<file path="config.mk">
export PLATFORM = sky130hd
export DESIGN_NAME = rtsr_regs
export DESIGN_NICKNAME = d
export VERILOG_FILES = /design/src/rtsr_pkg.sv /design/src/rtsr_regs.sv
export SDC_FILE = /design/constraint.sdc
export NUM_CORES = 1
export LEC_CHECK = 0
export BUFFER_PORTS_ARGS = -buffer_cell sky130_fd_sc_hd__buf_4
export CAP_MARGIN = 5
export CORE_ASPECT_RATIO = 0.8
export CORE_MARGIN = 2
export CORE_UTILIZATION = 39
export CTS_CLUSTER_DIAMETER = 40
export DETAILED_ROUTE_END_ITERATION = 16
export SLEW_MARGIN = 40
export SYNTH_ARGS = -nofsm -noshare
export SYNTH_HDL_FRONTEND = slang
export SYNTH_SLANG_ARGS = --single-unit
export TNS_END_PERCENT = 30
</file>
<file path="constraint.sdc">
create_clock -name i_clk -period 3 [get_ports i_clk]
set_input_delay 0.3 -clock i_clk [delete_from_list [all_inputs] [get_ports i_clk]]
set_output_delay 0.3 -clock i_clk [all_outputs]
set_load 0.02 [all_outputs]
</file>
<file path="src/rtsr_pkg.sv">
// Package for the radio test and status register bank
package rtsr_pkg;
  localparam logic [5:0] ADDR_SYNTH_TEST = 6'h29;
  localparam logic [5:0] ADDR_PROD_TEST = 6'h2A;
  localparam logic [5:0] ADDR_GAIN_TEST = 6'h2B;
  localparam logic [5:0] ADDR_TRIM_B = 6'h2C;
  localparam logic [5:0] ADDR_TRIM_A = 6'h2D;
  localparam logic [5:0] ADDR_TRIM_C = 6'h2E;
  localparam logic [5:0] ADDR_PART_ID = 6'h30;
  localparam logic [5:0] ADDR_REV_ID = 6'h31;
  localparam logic [5:0] ADDR_OFFSET_EST = 6'h32;
  localparam logic [5:0] ADDR_LINK_QUAL = 6'h33;
  localparam logic [5:0] ADDR_SIGNAL_LVL = 6'h34;
  localparam logic [5:0] ADDR_STATUS_LO = 6'h30;
  localparam logic [5:0] ADDR_STATUS_HI = 6'h34;
  localparam logic [7:0] RST_SYNTH_TEST = 8'h59;
  localparam logic [7:0] RST_PROD_TEST = 8'h7F;
  localparam logic [7:0] RST_GAIN_TEST = 8'h3F;
  localparam logic [7:0] RST_TRIM_B = 8'h88;
  localparam logic [7:0] RST_TRIM_A = 8'h31;
  localparam logic [7:0] RST_TRIM_C = 8'h0B;
  localparam logic [7:0] WAKE_TRIM_B_HOLD = 8'h81;
  localparam logic [7:0] WAKE_TRIM_A_HOLD = 8'h35;
  localparam logic [7:0] PROD_TEST_TEMP_ON = 8'hBF;
  localparam int OSC_SEL_BIT = 1;
  localparam int CRC_OK_BIT = 7;
  localparam logic [6:0] LQI_SYMBOLS = 7'h40;
  // Register access request from the serial port decoder
  typedef struct packed {
    logic wr;
    logic rd;
    logic [5:0] addr;
    logic [7:0] wdata;
  } rtsr_req_t;
  // Demodulator measurement inputs
  typedef struct packed {
    logic fsk_mode;
    logic [7:0] offset;
    logic sym_valid;
    logic [3:0] sym_quality;
    logic sync_found;
    logic crc_done;
    logic crc_match;
    logic rx_enter;
    logic [7:0] level;
  } rtsr_demod_t;
endpackage : rtsr_pkg

</file>
<file path="src/rtsr_regs.sv">
// Radio test, trim and status register bank
// How it works
// - Test and trim registers return to reset values while in sleep.
// - Production test value 0xBF enables temperature sensor while idle.
// - On wake, internal trim B copy is 0x88 or 0x81 by converter hold.
// - Trim B reads 0x88 after wake whatever the converter hold setting.
// - On wake, internal trim A copy is 0x31 or 0x35 by converter hold.
// - Trim A reads 0x31 after wake regardless of converter hold.
// - Oscillator core selection calibration stage runs only when trim C bit 1 set.
// - Carrier offset is eight-bit two's complement, crystal over 2^14 units.
// - Carrier offset reads zero for amplitude or on-off keying.
// - Link quality bit 7 shows checksum match, cleared on receive entry unless a checksum result arrives in the same cycle.
// - Link quality estimate spans 64 symbols after sync word.
// - Signal level is a read-only eight-bit status value.
`timescale 1ns/1ps
module rtsr_regs #(
  parameter logic [7:0] PART_ID = 8'hA5, // Arbitrary value
  parameter logic [7:0] REV_ID = 8'h5A // Arbitrary value
) (
  // Clock and reset
  input wire logic i_clk,
  input wire logic i_resetn,
  // Register access
  input wire rtsr_pkg::rtsr_req_t i_req,
  output logic [7:0] o_rdata,
  // Power state and converter hold setting
  input wire logic i_sleep,
  input wire logic i_converter_hold_select,
  input wire logic i_radio_idle,
  // Demodulator measurements
  input wire rtsr_pkg::rtsr_demod_t i_demod,
  // Analog controls
  output logic [7:0] o_synth_test,
  output logic [7:0] o_gain_test,
  output logic [7:0] o_trim_b_analog,
  output logic [7:0] o_trim_a_analog,
  output logic o_temp_sensor_en,
  output logic o_osc_core_select_cal_enable
);
  // Register map, host side
  // 0x29 synth test control, reset 0x59, factory use only
  // 0x2A production test control, reset 0x7F, 0xBF opens the temperature sensor
  // 0x2B gain loop test control, reset 0x3F, factory use only
  // 0x2C analog trim B, reads 0x88 after wake
  // 0x2D analog trim A, reads 0x31 after wake
  // 0x2E analog trim C, bit 1 enables oscillator core selection in calibration
  // 0x30 part identity, arbitrary parameter value
  // 0x31 revision identity, arbitrary parameter value
  // 0x32 carrier offset estimate, two's complement
  // 0x33 link quality: bit 7 checksum match, bits 6:0 estimate
  // 0x34 received signal level
  // Test and trim registers lose host values in sleep
  // Analog trim copies may differ from what the host reads back
  // Writes are refused in sleep and in the first awake cycle
  // Unmapped reads return zero
  // Link quality window length is a package constant
  // Checksum flag: a same-cycle result beats a receive restart
  // Host visible test and trim registers
  logic [7:0] synth_test_reg, synth_test_next;
  logic [7:0] prod_test_reg, prod_test_next;
  logic [7:0] gain_test_reg, gain_test_next;
  logic [7:0] trim_b_reg, trim_b_next;
  logic [7:0] trim_a_reg, trim_a_next;
  logic [7:0] trim_c_reg, trim_c_next;

  // Analog copies and sleep history
  logic [7:0] trim_b_an_reg, trim_b_an_next;
  logic [7:0] trim_a_an_reg, trim_a_an_next;
  logic sleep_reg, sleep_next;

  // Write strobes and wake pulse
  logic wake_pulse;
  logic wr_open;
  logic wr_synth;
  logic wr_prod;
  logic wr_gain;
  logic wr_trim_b;
  logic wr_trim_a;
  logic wr_trim_c;

  // Demodulator status
  logic [7:0] offset_reg, offset_next;
  logic [6:0] lqi_reg, lqi_next;
  logic crc_ok_reg, crc_ok_next;
  logic [6:0] sym_cnt_reg, sym_cnt_next;
  logic [10:0] lqi_acc_reg, lqi_acc_next;
  logic lqi_run_reg, lqi_run_next;
  logic [7:0] level_reg, level_next;
  logic lqi_last;

  // Read path and sensor enable
  logic [7:0] rdata_reg, rdata_next;
  logic temp_en_reg, temp_en_next;

  // Write strobes, one per writable register
  always_comb begin
    wake_pulse = !i_sleep && sleep_reg;
    wr_open = i_req.wr && !i_sleep && !sleep_reg; // Refused in sleep and wake cycle
    wr_synth = 1'b0;
    wr_prod = 1'b0;
    wr_gain = 1'b0;
    wr_trim_b = 1'b0;
    wr_trim_a = 1'b0;
    wr_trim_c = 1'b0;
    // Decode only while writes are open
    if (wr_open) begin
      if (i_req.addr == rtsr_pkg::ADDR_SYNTH_TEST) begin
        wr_synth = 1'b1;
      end else if (i_req.addr == rtsr_pkg::ADDR_PROD_TEST) begin
        wr_prod = 1'b1;
      end else if (i_req.addr == rtsr_pkg::ADDR_GAIN_TEST) begin
        wr_gain = 1'b1;
      end else if (i_req.addr == rtsr_pkg::ADDR_TRIM_B) begin
        wr_trim_b = 1'b1;
      end else if (i_req.addr == rtsr_pkg::ADDR_TRIM_A) begin
        wr_trim_a = 1'b1;
      end else if (i_req.addr == rtsr_pkg::ADDR_TRIM_C) begin
        wr_trim_c = 1'b1;
      end
    end
  end

  // Test and trim registers: host writes, cleared in sleep, forced on wake
  always_comb begin
    synth_test_next = synth_test_reg;
    prod_test_next = prod_test_reg;
    gain_test_next = gain_test_reg;
    trim_b_next = trim_b_reg;
    trim_a_next = trim_a_reg;
    trim_c_next = trim_c_reg;
    trim_b_an_next = trim_b_an_reg;
    trim_a_an_next = trim_a_an_reg;
    sleep_next = i_sleep;
    // Sleep wipes the host visible copies
    if (i_sleep) begin
      synth_test_next = rtsr_pkg::RST_SYNTH_TEST;
      prod_test_next = rtsr_pkg::RST_PROD_TEST;
      gain_test_next = rtsr_pkg::RST_GAIN_TEST;
      trim_b_next = rtsr_pkg::RST_TRIM_B;
      trim_a_next = rtsr_pkg::RST_TRIM_A;
      trim_c_next = rtsr_pkg::RST_TRIM_C;
    end else if (wake_pulse) begin
      // Wake-up: analog copies take the converter-hold dependent value
      trim_b_an_next = i_converter_hold_select ? rtsr_pkg::WAKE_TRIM_B_HOLD : rtsr_pkg::RST_TRIM_B;
      trim_a_an_next = i_converter_hold_select ? rtsr_pkg::WAKE_TRIM_A_HOLD : rtsr_pkg::RST_TRIM_A;
    end else begin
      // Each strobe loads its own register; status addresses have none
      if (wr_synth) begin
        synth_test_next = i_req.wdata;
      end
      if (wr_prod) begin
        prod_test_next = i_req.wdata;
      end
      if (wr_gain) begin
        gain_test_next = i_req.wdata;
      end
      if (wr_trim_b) begin
        trim_b_next = i_req.wdata;
        trim_b_an_next = i_req.wdata;
      end
      if (wr_trim_a) begin
        trim_a_next = i_req.wdata;
        trim_a_an_next = i_req.wdata;
      end
      if (wr_trim_c) begin
        trim_c_next = i_req.wdata;
      end
    end
    // Sensor only while idle with the enabling code loaded
    temp_en_next = i_radio_idle && (prod_test_reg == rtsr_pkg::PROD_TEST_TEMP_ON);
  end

  // Register the test, trim and wake state
  always_ff @(posedge i_clk or negedge i_resetn) begin
    if (!i_resetn) begin
      synth_test_reg <= rtsr_pkg::RST_SYNTH_TEST;
      prod_test_reg <= rtsr_pkg::RST_PROD_TEST;
      gain_test_reg <= rtsr_pkg::RST_GAIN_TEST;
      trim_b_reg <= rtsr_pkg::RST_TRIM_B;
      trim_a_reg <= rtsr_pkg::RST_TRIM_A;
      trim_c_reg <= rtsr_pkg::RST_TRIM_C;
      trim_b_an_reg <= rtsr_pkg::RST_TRIM_B;
      trim_a_an_reg <= rtsr_pkg::RST_TRIM_A;
      sleep_reg <= 1'b0;
      temp_en_reg <= 1'b0;
    end else begin
      synth_test_reg <= synth_test_next;
      prod_test_reg <= prod_test_next;
      gain_test_reg <= gain_test_next;
      trim_b_reg <= trim_b_next;
      trim_a_reg <= trim_a_next;
      trim_c_reg <= trim_c_next;
      trim_b_an_reg <= trim_b_an_next;
      trim_a_an_reg <= trim_a_an_next;
      sleep_reg <= sleep_next;
      temp_en_reg <= temp_en_next;
    end
  end

  // Demodulator status capture
  always_comb begin
    lqi_last = lqi_run_reg && i_demod.sym_valid && (sym_cnt_reg == rtsr_pkg::LQI_SYMBOLS - 7'h01);
    offset_next = i_demod.fsk_mode ? i_demod.offset : 8'h00;
    level_next = i_demod.level;
    lqi_next = lqi_reg;
    sym_cnt_next = sym_cnt_reg;
    lqi_acc_next = lqi_acc_reg;
    lqi_run_next = lqi_run_reg;
    crc_ok_next = crc_ok_reg;
    // Match result set wins over a same-cycle receive restart
    if (i_demod.crc_done) begin
      crc_ok_next = i_demod.crc_match;
    end else if (i_demod.rx_enter) begin
      crc_ok_next = 1'b0;
    end
    // Sum symbol quality over the window after sync; the estimate is the sum over 8
    if (i_demod.sync_found) begin
      lqi_run_next = 1'b1;
      sym_cnt_next = 7'h00;
      lqi_acc_next = 11'h000;
    end else if (lqi_run_reg && i_demod.sym_valid) begin
      lqi_acc_next = lqi_acc_reg + {7'h00, i_demod.sym_quality};
      sym_cnt_next = sym_cnt_reg + 7'h01;
      if (lqi_last) begin
        lqi_run_next = 1'b0;
        lqi_next = lqi_acc_next[9:3];
      end
    end
  end

  // Register the demodulator status
  always_ff @(posedge i_clk or negedge i_resetn) begin
    if (!i_resetn) begin
      offset_reg <= 8'h00;
      level_reg <= 8'h00;
      lqi_reg <= 7'h00;
      sym_cnt_reg <= 7'h00;
      lqi_acc_reg <= 11'h000;
      lqi_run_reg <= 1'b0;
      crc_ok_reg <= 1'b0;
    end else begin
      offset_reg <= offset_next;
      level_reg <= level_next;
      lqi_reg <= lqi_next;
      sym_cnt_reg <= sym_cnt_next;
      lqi_acc_reg <= lqi_acc_next;
      lqi_run_reg <= lqi_run_next;
      crc_ok_reg <= crc_ok_next;
    end
  end

  // Read data mux, registered
  always_comb begin
    rdata_next = rdata_reg;
    if (i_req.rd) begin
      if (i_req.addr == rtsr_pkg::ADDR_SYNTH_TEST) begin
        rdata_next = synth_test_reg;
      end else if (i_req.addr == rtsr_pkg::ADDR_PROD_TEST) begin
        rdata_next = prod_test_reg;
      end else if (i_req.addr == rtsr_pkg::ADDR_GAIN_TEST) begin
        rdata_next = gain_test_reg;
      end else if (i_req.addr == rtsr_pkg::ADDR_TRIM_B) begin
        rdata_next = trim_b_reg;
      end else if (i_req.addr == rtsr_pkg::ADDR_TRIM_A) begin
        rdata_next = trim_a_reg;
      end else if (i_req.addr == rtsr_pkg::ADDR_TRIM_C) begin
        rdata_next = trim_c_reg;
        // Status registers, read only
      end else if (i_req.addr == rtsr_pkg::ADDR_PART_ID) begin
        rdata_next = PART_ID;
      end else if (i_req.addr == rtsr_pkg::ADDR_REV_ID) begin
        rdata_next = REV_ID;
      end else if (i_req.addr == rtsr_pkg::ADDR_OFFSET_EST) begin
        rdata_next = offset_reg;
      end else if (i_req.addr == rtsr_pkg::ADDR_LINK_QUAL) begin
        rdata_next = {crc_ok_reg, lqi_reg};
      end else if (i_req.addr == rtsr_pkg::ADDR_SIGNAL_LVL) begin
        rdata_next = level_reg;
      end else begin
        rdata_next = 8'h00;
      end
    end
  end

  // Register the read data
  always_ff @(posedge i_clk or negedge i_resetn) begin
    if (!i_resetn) begin
      rdata_reg <= 8'h00;
    end else begin
      rdata_reg <= rdata_next;
    end
  end

  // Outputs straight from flip-flops
  assign o_rdata = rdata_reg;
  assign o_synth_test = synth_test_reg;
  assign o_gain_test = gain_test_reg;
  assign o_trim_b_analog = trim_b_an_reg;
  assign o_trim_a_analog = trim_a_an_reg;
  assign o_temp_sensor_en = temp_en_reg;
  assign o_osc_core_select_cal_enable = trim_c_reg[rtsr_pkg::OSC_SEL_BIT];
endmodule : rtsr_regs

</file>
==> out/metrics.yaml <==
synth.mux.area_fraction_pct: 4.73
fin_total_pwr_w: 0.00420
cts_made_buffers: 17
min_from: "i_demod[19]"
critPathMaxFanout: 14
arrival_ns: 2.47
drt_iter0_markers: 440
worstSetupStartpointType: "register"
largest_reg_flops: 10
synth_fa_ha_area_share_pct: 1.47
p_leak_nw: 3.35
synth_top_family_by_area: "simple AND/OR/NAND/NOR gates"
clkTransAtPathRegs_ns: 0.05
synth_cells: 561
track_usage_pct: 21.4
gp_congestion: 0.926
worstSetupStartpoint: "sleep_reg$_DFF_PN0_"
fmax_mhz: 462
die_w_um: 138
grt_pass1_vias: 4540
drc: 0
rrSetupSlack_ns: 0.83
die_h_um: 111
cp-end-kind: "register"
min_path_cells: 2
cts_sinks: 116
gr-total-overflow: 0
power.density_mw_per_mm2: 588
post_cts_buffers: 0
dieArea_mm2: 0.0154
fillers: 1291
synth_cell_type_count: 70
first_pass_iters: 5
start_util_pct: 39.7
cts_max_path_buffers: 2
syn-cell-area_mm2: 0.00563
post-route-min-period_ns: 2.17
synth_xor_area_share_pct: 2.80
reg2reg_to: "o_trim_a_analog[7]$_DFFE_PN0P_"
avgSynthCellArea_um2: 10.0
port_buffers: 88
finalNonFillerCells: 849
yosys_warnings: 0
vias_per_cell: 5.47
p_int_w: 0.00325
root_buffer: "clkbuf_16"
hp-class: "in -> reg"
row_count: 39
tightestPinTransition_ns: 0.738
diodes: 0
yosys.area_share.simple_pct: 20.1
ant_nets: 0
wl_per_cell_um: 18.8
p_sw_w: 0.000950
dominantRegCellSynth: "dfrtp_1"
grt_max_degree: 56
core_area_mm2: 0.0142
grt_pass1_wl_um: 25300
timing.rr.start: "sleep_reg$_DFF_PN0_"
maxSlewViolCount: 0
drive_gt1_share_pct: 26.0
async_flop_share_pct: 100
cts_tree: "done"
hold_violations: 0
swShare_pct: 22.6
vdd_drop_max_v: 0.000485
final_core_util_pct: 50.3
clk_latency_ns: 0.42
maxCapViolCount: 0
setup_viol: 0
fin_tns_setup_ns: 0
htree_levels: 4
synth_edf_count: 0
hold_path_end: "offset_reg[2]$_DFF_PN0_"
combPwrFrac_pct: 8.7
maxSlewHeadroom_pct: 50.7
worstSetupPathType: "reg -> reg"
ios: 89
synth_nets: 614
power.share.sequential_pct: 39.1
fin_skew_ns: 0.00622
synth_compound_area_share_pct: 15.1
status: "finished, final reports clean"
crit_required_ns: 3.30
antenna_found_initial: 0
syn_to_final_growth_pct: 26.8
ys_seq_elements: 116
place_inst: 808
period_share_pct: 72.2
reg2reg_depth: 5
rsz0062_at_grt: "no"
vias: 4648
routed_wl_um: 16000
hpwlAfterDp_um: 11500
pwr-share-clk_pct: 52.2
fin_nets: 705
yosysSeqAreaShare_pct: 52.2
-- power groups by stage --
stage | clock, W | combinational, W | sequential, W
5_1_grt | 0.00230 | 0.000400 | 0.00165
3_5_place_dp | 0 | 0.000356 | 0.00167
3_3_place_gp | 0 | 0.000350 | 0.00167
2_1_floorplan | 0 | 0.000161 | 0.00168
6_report | 0.00219 | 0.000364 | 0.00164
4_1_cts | 0.00222 | 0.000365 | 0.00164
-- metrics by stage --
stage | worst slack (ns) | hold slack [ns] | cell area (um^2)
after floorplan | 1.08 | 0.00441 | 5630
after global placement | 0.831 | 0.408 | 6410
after detailed placement | 0.774 | 0.412 | 6410
after CTS | 0.848 | 0.0887 | 7140
after global routing | 0.668 | 0.0994 | 7140
final | 0.835 | 0.102 | 7140
-- layer usage --
metal / GRT usage, % / wire (um) / vias to the layer above
met4: 7.48 / 233 / 0
met3: 5.81 / 990 / 22
met5: 0 / 0 / -
li1: - / - / 2174
met1: 31.5 / 7850 / 2277
met2: 30.5 / 6900 / 175
-- area by class of cell --
| type | count | area (um^2) | share of cell area, % |
|---|---|---|---|
| flip-flops and latches | 116 | 2940 | 41.2 |
| clock buffers | 23 | 498 | 6.97 |
| inverters | 12 | 45.0 | 0.631 |
| well taps | 184 | 230 | 3.22 |
| clock inverters | 9 | 148 | 2.07 |
| multi-input cells | 404 | 2490 | 34.8 |
| repair buffers | 101 | 793 | 11.1 |
-- critical path, stage by stage, from the launching register on --
cell,delay [ns]
dfrtp_1,0.43
or3b_4,0.45
a21oi_4,0.30
and2_1,0.45
nor2_1,0.20
a22o_1,0.22
-- cell usage in the layout, fill, tap and decap left out, types with 4 or more instances in the layout --
master and instances:
xor2_1 9, inv_1 11, nor2_1 44, o21ai_0 27, bufinv_16 4, mux2i_1 24, nand3_1 19, o22ai_1 5
nand2_1 95, a22o_1 11, nor3_1 10, buf_4 91, ha_1 5, dlygate4sd3_1 9, clkbuf_16 17, dfstp_2 30
xnor2_1 9, nand2b_1 7, nand4_1 4, clkinv_2 4, dfrtp_1 86, a22oi_1 6, o21a_1 4, clkbuf_8 5
and4_1 4, and2_1 12, a21oi_1 39
-- cell usage after synthesis, types with 4 or more instances --
master / n / share of area [%]
a21oi_1: 39 / 3.5
a22o_1: 11 / 1.7
a22oi_1: 6 / 0.80
and2_1: 12 / 1.3
and4_1: 4 / 0.62
buf_2: 12 / 1.1
clkbuf_1: 11 / 0.73
dfrtp_1: 86 / 38
dfstp_2: 30 / 14
ha_1: 5 / 1.1
inv_1: 11 / 0.73
mux2i_1: 24 / 4.3
nand2_1: 95 / 6.3
nand2b_1: 7 / 0.78
nand3_1: 19 / 1.7
nand4_1: 4 / 0.44
nor2_1: 44 / 2.9
nor3_1: 10 / 0.89
o21a_1: 4 / 0.53
o21ai_0: 27 / 2.4
o22ai_1: 5 / 0.56
xnor2_1: 9 / 1.4
xor2_1: 9 / 1.4
-- cell families (layout without fill, tap and decap cells) --
kind of cell / after synthesis / count (layout)
fa+ha+maj: 6 / 6
simple gates: 226 / 226
mux: 26 / 26
compound gates: 128 / 128
buf+inv: 41 / 145
xor+xnor: 18 / 18
flops: 116 / 116
-- what timing repair did --
item	in CTS	in global routing
gates resized for setup	0	0
endpoints found under the hold margin	42	0
hold buffers	9	0
-- worst max path at each step --
stage | to | slack [ns]
2_1_floorplan | lqi_reg[5]$_DFFE_PN0P_ | 1.08
3_3_place_gp | o_trim_a_analog[6]$_DFFE_PN0P_ | 0.83
3_5_place_dp | o_trim_a_analog[7]$_DFFE_PN0P_ | 0.77
4_1_cts | o_trim_a_analog[7]$_DFFE_PN0P_ | 0.85
5_1_grt | lqi_reg[3]$_DFFE_PN0P_ | 0.67
6_report | o_trim_a_analog[7]$_DFFE_PN0P_ | 0.83
Note: power is estimated with default switching activity, not from simulation.
